<file path="config.mk">
export PLATFORM = sky130hd
export DESIGN_NAME = sdrc_top
export DESIGN_NICKNAME = d
export VERILOG_FILES = /design/src/logic/sdrc_pkg.sv /design/src/logic/sdrc_ramp.sv /design/src/logic/sdrc_top.sv
export SDC_FILE = /design/constraint.sdc
export NUM_CORES = 1
export LEC_CHECK = 0
export BUFFER_PORTS_ARGS = -buffer_cell sky130_fd_sc_hd__buf_2
export CAP_MARGIN = 30
export CORE_AREA = 2 2 99 110
export CTS_CLUSTER_SIZE = 30
export DETAILED_ROUTE_END_ITERATION = 16
export DIE_AREA = 0 0 101 112
export PLACE_DENSITY = 0.9
export SLEW_MARGIN = 5
export SYNTH_ARGS = -nofsm -noshare
export SYNTH_HDL_FRONTEND = slang
export SYNTH_HIERARCHICAL = 1
export SYNTH_SLANG_ARGS = --single-unit
</file>
<file path="constraint.sdc">
create_clock -name REF_CLK -period 8.1 [get_ports REF_CLK]
set_input_delay 0.405 -clock REF_CLK [delete_from_list [all_inputs] [get_ports REF_CLK]]
set_output_delay 0.405 -clock REF_CLK [all_outputs]
set_load 0.005 [all_outputs]
</file>
<file path="src/logic/sdrc_pkg.sv">
// shared constants and types for the sampling delay ramp control block
package sdrc_pkg;

  // ****************************************************************
  // clock and timing
  // ****************************************************************
  localparam int CLK_PERIOD_NS = 100;                        // REF_CLK period
  localparam int CAL_SETTLE_NS = 3200;                       // settle time per search step
  localparam int CAL_SETTLE_CYC = (CAL_SETTLE_NS + CLK_PERIOD_NS - 1) / CLK_PERIOD_NS;

  // ****************************************************************
  // delay ramp
  // ****************************************************************
  localparam int RAMP_WINDOW = 256;                          // cycles per ramp window
  localparam int RAMP_FAST_STEPS = 4;                        // steps per window, fast rate
  localparam logic [7:0] RAMP_SLOW_LAST = 8'(RAMP_WINDOW - 1);
  localparam logic [7:0] RAMP_FAST_LAST = 8'(RAMP_WINDOW / RAMP_FAST_STEPS - 1);
  localparam logic [7:0] DLY_MAX = 8'hFF;                    // top of 256 settings

  // ****************************************************************
  // register map (byte addresses)
  // ****************************************************************
  localparam logic [3:0] REG_CTRL   = 4'h0;                  // mode, invert, ramp, fine
  localparam logic [3:0] REG_COARSE = 4'h4;                  // coarse target
  localparam logic [3:0] REG_STATUS = 4'h8;                  // applied state, flags
  localparam logic [3:0] REG_CAL    = 4'hC;                  // calibration start

  // field positions
  localparam int CTRL_SINGLE = 0;                            // single-channel mode
  localparam int CTRL_INV    = 1;                            // clock_invert_delay
  localparam int CTRL_RAMPEN = 2;                            // delay_ramp_enable
  localparam int CTRL_FAST   = 3;                            // delay_ramp_speed_select
  localparam int CTRL_FINE   = 8;                            // fine_delay_setting lsb
  localparam int ST_BUSY     = 8;                            // ramp in progress
  localparam int ST_DONE     = 9;                            // calibration_done_flag
  localparam int ST_CALBUSY  = 10;                           // calibration running
  localparam int ST_SEEN     = 11;                           // timing reference captured
  localparam int CAL_START   = 0;                            // start bit

  // reset values
  localparam logic [7:0] FINE_RST   = 8'h00;
  localparam logic [7:0] COARSE_RST = 8'h00;

  // ****************************************************************
  // types
  // ****************************************************************
  typedef struct packed {
    logic       inv;                                         // half-period inversion
    logic [7:0] coarse;                                      // applied coarse setting
    logic [7:0] fine;                                        // applied fine setting
  } sdrc_dly_t;

  typedef enum logic [1:0] {CAL_IDLE, CAL_SETTLE, CAL_CHECK} sdrc_cal_t;

endpackage

</file>
<file path="src/logic/sdrc_ramp.sv">
// coarse delay stepper that walks the applied setting toward a target
`timescale 1ns/10ps
`default_nettype none
module sdrc_ramp
  import sdrc_pkg::*;
(
  input  wire logic       clk,
  input  wire logic       rstn,
  input  wire logic       wr,
  input  wire logic [7:0] wr_val,
  input  wire logic       ramp_en,
  input  wire logic       fast,
  input  wire logic       force_en,
  input  wire logic [7:0] force_val,
  output logic      [7:0] cur,
  output logic            busy
);

  // state of the stepper
  typedef struct packed {
    logic [7:0] cur;                                         // applied coarse
    logic [7:0] tgt;                                         // ramp target
    logic [7:0] tmr;                                         // window timer
    logic       busy;                                        // ramp active
  } sdrc_ramp_st_t;

  sdrc_ramp_st_t s_r;
  sdrc_ramp_st_t s_nxt;
  logic [7:0]    last;                                       // last timer value of a step

  // ****************************************************************
  // next state
  // ****************************************************************
  always_comb
  begin
    s_nxt = s_r;
    last  = fast ? RAMP_FAST_LAST : RAMP_SLOW_LAST;          // RULE_10
    if (force_en)
    begin
      // calibration owns the path: load at once
      s_nxt.cur  = force_val;
      s_nxt.tgt  = force_val;
      s_nxt.tmr  = '0;
      s_nxt.busy = 1'b0;
    end
    else if (wr && ramp_en)
    begin
      // a new write restarts the walk toward the new target
      s_nxt.tgt  = wr_val;                                   // RULE_11
      s_nxt.tmr  = '0;
      s_nxt.busy = (wr_val != s_r.cur);
    end
    else if (wr)
    begin
      // ramp off: jump straight to the written value
      s_nxt.cur  = wr_val;                                   // RULE_13
      s_nxt.tgt  = wr_val;
      s_nxt.busy = 1'b0;
    end
    else if (s_r.busy)
    begin
      if (s_r.tmr == last)
      begin
        // one step per timer window, either direction
        s_nxt.tmr  = '0;
        s_nxt.cur  = (s_r.cur < s_r.tgt) ? s_r.cur + 8'h01 : s_r.cur - 8'h01; // RULE_09
        s_nxt.busy = (s_nxt.cur != s_r.tgt);                 // RULE_13
      end
      else
      begin
        s_nxt.tmr = s_r.tmr + 8'h01;
      end
    end
  end

  // state register
  always_ff @(posedge clk)
  begin
    if (!rstn)
      s_r <= '{cur: COARSE_RST, tgt: COARSE_RST, tmr: 8'h00, busy: 1'b0};
    else
      s_r <= s_nxt;
  end

  assign cur  = s_r.cur;
  assign busy = s_r.busy;
endmodule
`default_nettype wire

</file>
<file path="src/logic/sdrc_top.sv">
// sampling delay ramp control: wishbone registers, reference capture, calibration
// Notes on behaviour
// [RULE_01] dual mode rising edge; single mode both edges
// [RULE_02] timing reference captured at fixed clock edge
// [RULE_03] periodic reference rate set by link format
// [RULE_04] invert bit adds half-period delay
// [RULE_05] coarse and fine each have 256 settings
// [RULE_06] invert, coarse, fine applied together, summed
// [RULE_07] applied delay shifts every internal clock
// [RULE_08] live delay changes may upset link
// [RULE_09] ramp walks coarse stepwise toward target
// [RULE_10] rate select: one or four steps per 256
// [RULE_11] with ramp enabled each coarse write restarts
// [RULE_12] calibration searches delay, then raises done flag
// [RULE_13] no ramp jumps at once; ramp stops at target
`timescale 1ns/10ps
`default_nettype none
module sdrc_top
  import sdrc_pkg::*;
(
  input  wire logic        REF_CLK,
  input  wire logic        RSTN,
  input  wire logic        WB_CYC_I,
  input  wire logic        WB_STB_I,
  input  wire logic        WB_WE_I,
  input  wire logic [3:0]  WB_ADR_I,
  input  wire logic [3:0]  WB_SEL_I,
  input  wire logic [31:0] WB_DAT_I,
  output logic      [31:0] WB_DAT_O,
  output logic             WB_ACK_O,
  input  wire logic        TREF_IN,
  input  wire logic        CAL_EDGE_AHEAD,
  output logic             TREF_CAPT,
  output logic             SAMPLE_RISE_EN,
  output logic             SAMPLE_FALL_EN,
  output logic             DLY_INV,
  output logic      [7:0]  DLY_COARSE,
  output logic      [7:0]  DLY_FINE,
  output logic             LINK_UPSET
);

  // ****************************************************************
  // state
  // ****************************************************************
  typedef struct packed {
    logic        ack;                                        // bus acknowledge
    logic [31:0] rdata;                                      // read data
    logic        single;                                     // single-channel mode
    logic        inv;                                        // clock_invert_delay
    logic        ramp_en;                                    // delay_ramp_enable
    logic        fast;                                       // delay_ramp_speed_select
    logic [7:0]  fine;                                       // fine_delay_setting
    logic [7:0]  coarse;                                     // coarse_delay_setting
    logic        coarse_wr;                                  // coarse write pulse
    logic [1:0]  s1;                                         // pin sync stage 1
    logic [1:0]  s2;                                         // pin sync stage 2
    logic [1:0]  s3;                                         // pin sync stage 3
    logic [1:0]  filt;                                       // agreed pin levels
    logic        capt;                                       // reference capture pulse
    logic        seen;                                       // reference seen, sticky
    logic        upset;                                      // delay changed pulse
    sdrc_cal_t   cal;                                        // calibration state
    logic [7:0]  cal_cnt;                                    // settle counter
    logic [7:0]  cal_coarse;                                 // search position
    logic        cal_ref;                                    // phase at first check
    logic        cal_first;                                  // first check pending
    logic        done;                                       // calibration_done_flag
    sdrc_dly_t   dly;                                        // applied delay
    logic        rise;                                       // rising-edge sampling
    logic        fall;                                       // falling-edge sampling
  } sdrc_st_t;

  localparam int PIN_TREF = 0;                               // timing reference bit
  localparam int PIN_PH   = 1;                               // phase comparator bit
  localparam logic [7:0] SETTLE_LAST = 8'(CAL_SETTLE_CYC - 1);

  sdrc_st_t   st_r;                                          // registered state
  sdrc_st_t   st_nxt;                                        // next state
  logic [7:0] ramp_cur;                                      // stepper output
  logic       ramp_busy;                                     // stepper active
  logic       bus_req;                                       // request pending
  logic       bus_wr;                                        // write takes effect
  logic       cal_on;                                        // calibration owns path

  // ****************************************************************
  // helpers
  // ****************************************************************
  // byte-lane merge of write data into a 32-bit register image
  function automatic logic [31:0] lane_merge(input logic [31:0] old,
                                             input logic [31:0] dat,
                                             input logic [3:0]  sel);
    logic [31:0] r;
    r = old;
    for (int i = 0; i < 4; i++)
    begin
      if (sel[i])
        r[i*8 +: 8] = dat[i*8 +: 8];
    end
    return r;
  endfunction

  // register image of the control word
  function automatic logic [31:0] ctrl_img(input sdrc_st_t s);
    logic [31:0] r;
    r = '0;
    r[CTRL_SINGLE] = s.single;
    r[CTRL_INV] = s.inv;
    r[CTRL_RAMPEN] = s.ramp_en;
    r[CTRL_FAST] = s.fast;
    r[CTRL_FINE +: 8] = s.fine;
    return r;
  endfunction

  // ****************************************************************
  // coarse stepper
  // ****************************************************************
  assign cal_on = (st_r.cal != CAL_IDLE);

  sdrc_ramp u_ramp (
    .clk       (REF_CLK),
    .rstn      (RSTN),
    .wr        (st_r.coarse_wr),
    .wr_val    (st_r.coarse),
    .ramp_en   (st_r.ramp_en),
    .fast      (st_r.fast),
    .force_en  (cal_on),
    .force_val (st_r.cal_coarse),
    .cur       (ramp_cur),
    .busy      (ramp_busy)
  );

  // ****************************************************************
  // next-state logic
  // ****************************************************************
  always_comb
  begin
    logic [31:0] img;
    img     = '0;
    st_nxt  = st_r;
    bus_req = WB_CYC_I && WB_STB_I;
    // write lands on the edge where the master sees ack
    bus_wr  = bus_req && WB_WE_I && st_r.ack;

    // bus: ack one cycle after request, dropped the cycle after
    st_nxt.ack = bus_req && !st_r.ack;
    st_nxt.coarse_wr = 1'b0;
    if (bus_req && !st_r.ack)
    begin
      // read mux; unmapped offsets read zero
      unique case (WB_ADR_I)
        REG_CTRL:   st_nxt.rdata = ctrl_img(st_r);
        REG_COARSE: st_nxt.rdata = {24'h000000, st_r.coarse};
        REG_STATUS:
        begin
          img = {24'h000000, st_r.dly.coarse};
          img[ST_BUSY] = ramp_busy;
          img[ST_DONE] = st_r.done;
          img[ST_CALBUSY] = cal_on;
          img[ST_SEEN] = st_r.seen;
          st_nxt.rdata = img;
        end
        default:    st_nxt.rdata = '0;
      endcase
    end

    // register writes
    if (bus_wr && (WB_ADR_I == REG_CTRL))
    begin
      img = lane_merge(ctrl_img(st_r), WB_DAT_I, WB_SEL_I);
      st_nxt.single = img[CTRL_SINGLE];
      st_nxt.inv = img[CTRL_INV];
      st_nxt.ramp_en = img[CTRL_RAMPEN];
      st_nxt.fast = img[CTRL_FAST];
      st_nxt.fine = img[CTRL_FINE +: 8];                     // RULE_05
    end
    if (bus_wr && (WB_ADR_I == REG_COARSE) && WB_SEL_I[0])
    begin
      // every coarse write is handed to the stepper
      st_nxt.coarse = WB_DAT_I[7:0];                         // RULE_11
      st_nxt.coarse_wr = 1'b1;
    end

    // pin synchronisers: three stages, level moves when 2 and 3 agree
    st_nxt.s1 = {CAL_EDGE_AHEAD, TREF_IN};
    st_nxt.s2 = st_r.s1;
    st_nxt.s3 = st_r.s2;
    for (int i = 0; i < 2; i++)
    begin
      if (st_r.s2[i] == st_r.s3[i])
        st_nxt.filt[i] = st_r.s3[i];
    end

    // reference capture: fixed number of edges from the pin, every start
    st_nxt.capt = st_nxt.filt[PIN_TREF] && !st_r.filt[PIN_TREF]; // RULE_02
    // seen flag: set wins over a status write clear
    if (bus_wr && (WB_ADR_I == REG_STATUS) && WB_SEL_I[1] && WB_DAT_I[ST_SEEN])
      st_nxt.seen = 1'b0;
    if (st_nxt.capt)
      st_nxt.seen = 1'b1;

    // calibration search on the shared delay path
    unique case (st_r.cal)
      CAL_IDLE:
      begin
        if (bus_wr && (WB_ADR_I == REG_CAL) && WB_SEL_I[0] && WB_DAT_I[CAL_START])
        begin
          st_nxt.cal = CAL_SETTLE;
          st_nxt.cal_coarse = COARSE_RST;
          st_nxt.cal_cnt = '0;
          st_nxt.cal_first = 1'b1;
          st_nxt.done = 1'b0;
        end
      end
      CAL_SETTLE:
      begin
        // wait for the shifted clock and a periodic reference to settle
        st_nxt.cal_cnt = st_r.cal_cnt + 8'h01;               // RULE_03
        if (st_r.cal_cnt == SETTLE_LAST)
          st_nxt.cal = CAL_CHECK;
      end
      CAL_CHECK:
      begin
        st_nxt.cal_first = 1'b0;
        st_nxt.cal_cnt = '0;
        if (st_r.cal_first)
        begin
          st_nxt.cal_ref = st_r.filt[PIN_PH];
          st_nxt.cal = CAL_SETTLE;
        end
        else if ((st_r.filt[PIN_PH] != st_r.cal_ref) || (st_r.cal_coarse == DLY_MAX))
        begin
          // falling edge now lines up with the reference edge, or the coarse search reached DLY_MAX
          st_nxt.cal = CAL_IDLE;                             // RULE_12
          st_nxt.done = 1'b1;
          st_nxt.coarse = st_r.cal_coarse;
        end
        else
        begin
          st_nxt.cal_coarse = st_r.cal_coarse + 8'h01;
          st_nxt.cal = CAL_SETTLE;
        end
      end
    endcase

    // applied delay: three independent parts, moved as one word
    st_nxt.dly.inv = st_r.inv;                               // RULE_04
    st_nxt.dly.coarse = ramp_cur;                            // RULE_06
    st_nxt.dly.fine = st_r.fine;
    // any change shifts every derived clock; flag the link hazard
    st_nxt.upset = (st_nxt.dly != st_r.dly);                 // RULE_08

    // sampling edges per channel mode
    st_nxt.rise = 1'b1;                                      // RULE_01
    st_nxt.fall = st_r.single;
  end

  // ****************************************************************
  // state register
  // ****************************************************************
  always_ff @(posedge REF_CLK)
  begin
    if (!RSTN)
    begin
      st_r <= '0;
      st_r.cal <= CAL_IDLE;
      st_r.fine <= FINE_RST;
      st_r.coarse <= COARSE_RST;
      st_r.dly <= '{inv: 1'b0, coarse: COARSE_RST, fine: FINE_RST};
    end
    else
    begin
      st_r <= st_nxt;
    end
  end

  // ****************************************************************
  // outputs, all straight from state flops
  // ****************************************************************
  assign WB_DAT_O       = st_r.rdata;
  assign WB_ACK_O       = st_r.ack;
  assign TREF_CAPT      = st_r.capt;
  assign SAMPLE_RISE_EN = st_r.rise;
  assign SAMPLE_FALL_EN = st_r.fall;
  // the delay word feeds the root of the clock tree, so lanes and capture move too
  assign DLY_INV        = st_r.dly.inv;                      // RULE_07
  assign DLY_COARSE     = st_r.dly.coarse;
  assign DLY_FINE       = st_r.dly.fine;
  assign LINK_UPSET     = st_r.upset;
endmodule
`default_nettype wire

</file>
Word level (Yosys, flattened, before mapping)
Cells that the tools add are included.
W data, S select, Z words.
{"block": "totals", "inputBits": 47, "reg_bits": 114}
{"block": "op_classes", "n_mux": 35, "n_lt_le_gt_ge": 1, "eq_ne": 20, "bitwise": 2, "n_addsub": 5, "n_reduce_logical": 37}
{"cell": "$mux W8", "count": 14}
{"cell": "$pmux W16 S3", "count": 1}
{"cell": "$add A8 B1 Y8 const B", "count": 4}
{"cell": "$pmux W10 S3", "count": 1}
{"cell": "$mux W25", "count": 1}
{"cell": "$mux W18", "count": 1}
{"cell": "$mux W9", "count": 2}
{"cell": "$mux W17", "count": 1}
{"cell": "$ne A17 B17 Y1", "count": 1}
{"cell": "$ne A8 B8 Y1", "count": 2}
{"cell": "$pmux W8 S2", "count": 1}
{"cell": "$logic_and A1 B1 Y1", "count": 15}
{"cell": "$ne A2 B2 Y1 const B", "count": 6}
{"cell": "$reduce_and A2 Y1", "count": 6}
{"cell": "$reduce_bool A3 Y1", "count": 3}
{"cell": "$eq A4 B4 Y1 const B", "count": 2}
{"cell": "$eq A8 B5 Y1 const B", "count": 1}
{"cell": "$eq A8 B8 Y1", "count": 1}
{"cell": "$eq A8 B8 Y1 const B", "count": 1}
{"cell": "$lt A8 B8 Y1", "count": 1}
{"cell": "$mux W1", "count": 8}
{"cell": "$mux W2", "count": 4}
{"cell": "$reduce_and A4 Y1", "count": 2}
{"cell": "$sub A8 B1 Y8 const B", "count": 1}
{"cell": "15 further kinds", "count": 20}

Depth between registers and ports, before layout
{"block": "logic_depth", "word_depth": 9, "mapped_depth": 14, "ltp_nobuf": 14}

Modules after synthesis
The synthesis kept the hierarchy.
{"module": "sdrc_top", "seq_area_each_um2": 1781.7, "area_each_um2": 4097.7, "n_inst": 1, "cells_per_inst": 454}
{"module": "sdrc_ramp", "seq_area_each_um2": 500.5, "area_each_um2": 1983.2, "n_inst": 1, "cells_per_inst": 248}

Worst setup path after synthesis
No wires, ideal clock.
{"block": "synth_timing", "path_type": "register -> register", "start": "register u_ramp.s_r (netlist bit u_ramp/cur[2])", "end": "register u_ramp.s_r (netlist bit u_ramp/busy)", "setup_slack_ns": 5.150, "required_ns": 7.976, "stages_incl_launch_ff": 14, "arrival_ns": 2.826, "setup_time_ns": 0.124, "cell_sequence": "dfxtp_1 ha_1 o21ai_1 a21oi_1 o31ai_2 nand2_1 inv_1 fa_1 xnor2_1 a311o_1 a221o_1 nor3_1 and4_1 a31oi_1"}
{"block": "synth_between", "elab_chain_cells": 7, "elab_cells_between_ends": 10}
{"item": "start, declared", "line_no": "sdrc_ramp.sv:27", "text": "sdrc_ramp_st_t s_r;"}
{"item": "start signal, assigned", "line_no": "sdrc_ramp.sv:80", "text": "s_r <= '{cur: COARSE_RST, tgt: COARSE_RST, tmr: 8'h00, busy: 1'b0};"}
{"item": "start signal, assigned", "line_no": "sdrc_ramp.sv:82", "text": "s_r <= s_nxt;"}
{"item": "$sub A8 B1 Y8, or another cell as far along", "line_no": "sdrc_ramp.sv:66", "text": "s_nxt.cur = (s_r.cur < s_r.tgt) ? s_r.cur + 8'h01 : s_r.cur - 8'h01;"}
{"item": "$mux W8", "line_no": "sdrc_ramp.sv:66"}
{"item": "$ne A8 B8 Y1", "line_no": "sdrc_ramp.sv:67", "text": "s_nxt.busy = (s_nxt.cur != s_r.tgt);"}
{"item": "$mux W1", "line_no": "sdrc_ramp.sv:62", "text": "if (s_r.tmr == last)"}
{"item": "$mux W9", "line_no": "sdrc_ramp.sv:60", "text": "else if (s_r.busy)"}
{"item": "$mux W1", "line_no": "sdrc_ramp.sv:53", "text": "else if (wr)"}
{"item": "$mux W17 (*)", "line_no": "sdrc_ramp.sv:46", "text": "else if (wr && ramp_en)"}
Every way passes the cells marked *; elsewhere a longest branch is shown, timed or not.
A chain may end at the register's enable or synchronous reset.

Worst setup path after layout
{"block": "layout_timing", "start": "register u_ramp.s_r (netlist bit u_ramp/cur[0])", "end": "register u_ramp.s_r (netlist bit u_ramp/busy)"}
The elaborated chain is that of the path after synthesis.

==> summary.md <==
| Metric | Value |
|---|---|
| Crit Path Max Fanout | 10 |
| Post-route cell area | 6688 um2 |
| Worst path cell trace | inv_1 > ha_1 > nand2b_1 > a21oi_1 > o31ai_2 > nand2_1 > inv_1 > fa_1 > xnor2_1 > a311o_1 > a221o_1 > nor3_1 > and4_1 > a31oi_1 |
| DP Worst Slack | 4.673 ns |
| Routed WL per cell | 18.56 um |
| Register share of total power | 0.305 |
| Pwr dens | 302.6 nW/um2 |
| Setup ws final | 4.554 ns |
| Hold_buf cts | 0 |
| Number of fill cells in the layout | 744 |
| Site row count | 39 |
| H-tree levels | 4 |
| Synth Flop Type | dfxtp_1 |
| DRC errors left | 0 |
| Final setup fails | 0 |
| Hold Vio Cnt, Final | 0 |
| Tot GR Track Use | 0.2850 |
| Final hold slack | 0.1907 ns |
| Max cap viols | 0 |
| Critical-path cell with the highest stage delay | dfxtp_1 |
| Post-CTS Setup Inserts | 0 |
| Placed Area | 6117 um2 |
| Comb power frac | 0.343 |
| Total power | 2.024 mW |
| Maximum vdd drop | 0.1562 mV |
| Share of total power in the clock network | 0.351 |
| Overflow after GRT | 0 |
| EDFF count, synth | 0 |
| Switching Fraction | 0.3542 |
| TritonCTS buffer count | 17 |
| Initial core utilization | 0.5934 |
| Hold Crit Class | input pin to flip-flop |
| Pint | 1.307 mW |
| HPWL after DPL | 10.54 mm |
| Worst setup EP type | flip-flop |
| Pleak | 2.929 nW |
| Worst EP arrival | 3.85 ns |
| Worst path max stage delay | 0.51 ns |
| Crit Path Category | flip-flop to flip-flop |
| Initial antenna violation count | 0 |
| WP data required | 8.40 ns |
| GP Congestion | 0.9656 |
| Register bit total from synthesis | 114 |
| Crit start category | flip-flop |
| Unique masters post-synth | 69 |
| Via count | 5,290 |
| Yosys Warn Count | 6 |
| Via/cell ratio | 6.158 |
| First-pass GRT wire length | 25.36 mm |
| Syn_area_per_cell | 8.662 um2 |
| CTS tree | done |
| Largest net degree at the start of global routing | 53 |
| Die area | 11,310 um2 |
| Clk slew on worst S/H paths | 0.06 ns |
| # nets final | 793 |
| RSZ-0062 raised after global routing | false |
| Async set-reset flop share out of synthesis | 0 |
| Final period util | 0.4378 |
| TritonRoute pass-1 iters | 8 |
| Fmax | 282.0 MHz |
| IO Count | 101 |
| Clk Latency, worst-skew pair | 0.41 ns |
| Vias in the first global route | 5,112 |
| Post-route ant nets | 0 |
| Max-slew violation count | 0 |
| Cell count after synthesis | 702 |
| Share of layout cells above drive strength 1 | 0.1535 |
| Post-layout min period | 3.546 ns |
| Status | completed |
| Largest area contributor in the netlist | dfxtp_1 |
| Total negative slack | 0 ns |
| Worst slew margin | 0.3834 |
| IO Port Bufs | 66 |
| Area Growth Syn to Fin | 9.979% |
| Antenna cells | 0 |
| Initial drt markers | 458 |
| Measured slew at the worst slew-check pin | 0.9230 ns |
| Post-synthesis sequential area ratio | 0.3753 |
| Die width | 101 um |
| Clock Tree Buf Depth | 2 |
| Post-synth top area share | 0.3753 |
| Switching power | 0.7168 mW |
| Clock skew | 0.005793 ns |
| Die Y | 112 um |
| Final wirelength | 15.95 mm |
| Root buf cell | clkbuf_16 |
| Cts repair resizes | 0 |
| Most frequent cell after synthesis | dfxtp_1 |
| Core Area | 10,250 um2 |
| Crit path top cell by count | inv_1 |
| CTS Sinks | 114 |
| Mapped Area | 6081 um2 |
| Top cells by count, synth | dfxtp_1, nor2_1, buf_4 |
| Synth top area cells | dfxtp_1, buf_4, ha_1, nor2_1, mux2i_1 |
-- worst max-delay path, delay by kind of cell (launching register included) --
family	cells	cell delay [ns]
fa+ha+maj	2	0.69
xor+xnor	1	0.16
compound gates	5	0.98
buf+inv	2	0.26
simple gates	4	0.83
flops	1	0.51
-- power groups by stage --
| stage | clock [mW] | sequential (mW) | combinational, mW |
|---|---|---|---|
| 3_5_place_dp | 0 | 0.628 | 0.659 |
| 2_1_floorplan | 0 | 0.615 | 0.549 |
| 3_3_place_gp | 0 | 0.627 | 0.625 |
| 6_report | 0.711 | 0.618 | 0.695 |
| 5_1_grt | 0.740 | 0.619 | 0.753 |
| 4_1_cts | 0.714 | 0.616 | 0.677 |
-- routing by layer --
metal,global-route usage,wire length [um],up-vias,part of all wire
met3,0.06529,1190,67,0.075
met1,0.3477,6310,2485,0.40
met5,0,0,-,0
met4,0.1369,639,0,0.040
li1,-,-,2438,-
met2,0.4711,7805,300,0.49
-- registers in the layout, indices dropped and copies added (netlist names) --
signal          count
DLY_COARSE          8
DLY_FINE            8
DLY_INV             1
LINK_UPSET          1
SAMPLE_FALL_EN      1
SAMPLE_RISE_EN      1
TREF_CAPT           1
WB_ACK_O            1
WB_DAT_O           16
st_nxt             14
st_r               37
u_ramp/busy         1
u_ramp/cur          8
u_ramp/s_r         16
-- cell families (layout without fill, tap and decap cells) --
group / count (synthesis) / count (layout) / synth area share
xor+xnor: 50 / 50 / 0.07428
fa+ha+maj: 23 / 23 / 0.04856
compound gates: 142 / 142 / 0.1580
other cells: 1 / 16 / 0.0006167
buf+inv: 101 / 120 / 0.09774
flops: 114 / 114 / 0.3753
mux: 29 / 29 / 0.04835
simple gates: 242 / 242 / 0.1971
-- cell type report --
cell class / count / area (um2) / share of cell area
clock buffer: 19 / 442.9 / 0.06623
clock inverter: 13 / 127.6 / 0.01908
inverter: 20 / 75.07 / 0.01123
multi-input combinational: 502 / 3261 / 0.4876
sequential: 114 / 2282 / 0.3413
tap: 123 / 153.9 / 0.02301
timing repair buffer: 68 / 345.3 / 0.05164
-- layout by cell type, fill, tap and decap left out, types with 22 or more instances in the layout --
cell     Yosys  final
mux2i_1     26     26
a21oi_1     39     39
o21ai_0     32     32
nor2_1      73     73
xor2_1      23     23
ha_1        22     22
and2_1      25     25
nand2_1     51     51
buf_2        4     66
xnor2_1     26     26
dfxtp_1    114    114
nand3_1     25     25
-- metrics by stage --
| stage | utilization | std cells |
|---|---|---|
| 2_1_floorplan | - | 717 |
| 3_3_place_gp | 0.5969 | 827 |
| 3_5_place_dp | 0.5969 | 827 |
| 4_1_cts | 0.6526 | 859 |
| 5_1_grt | 0.6526 | 859 |
| 6_report | 0.6526 | 859 |
-- final timing paths --
kind	from	end	slack, ns	cells after the start
setup / recovery	u_ramp/cur[0]	u_ramp/busy	4.55	14
hold / removal	CAL_EDGE_AHEAD	st_nxt[48]	0.19	2
setup reg to reg	u_ramp/cur[0]	u_ramp/busy	4.55	14
hold reg to reg	st_nxt[47]	st_nxt[45]	0.44	1
No activity file was read; power rests on OpenSTA's default activity.
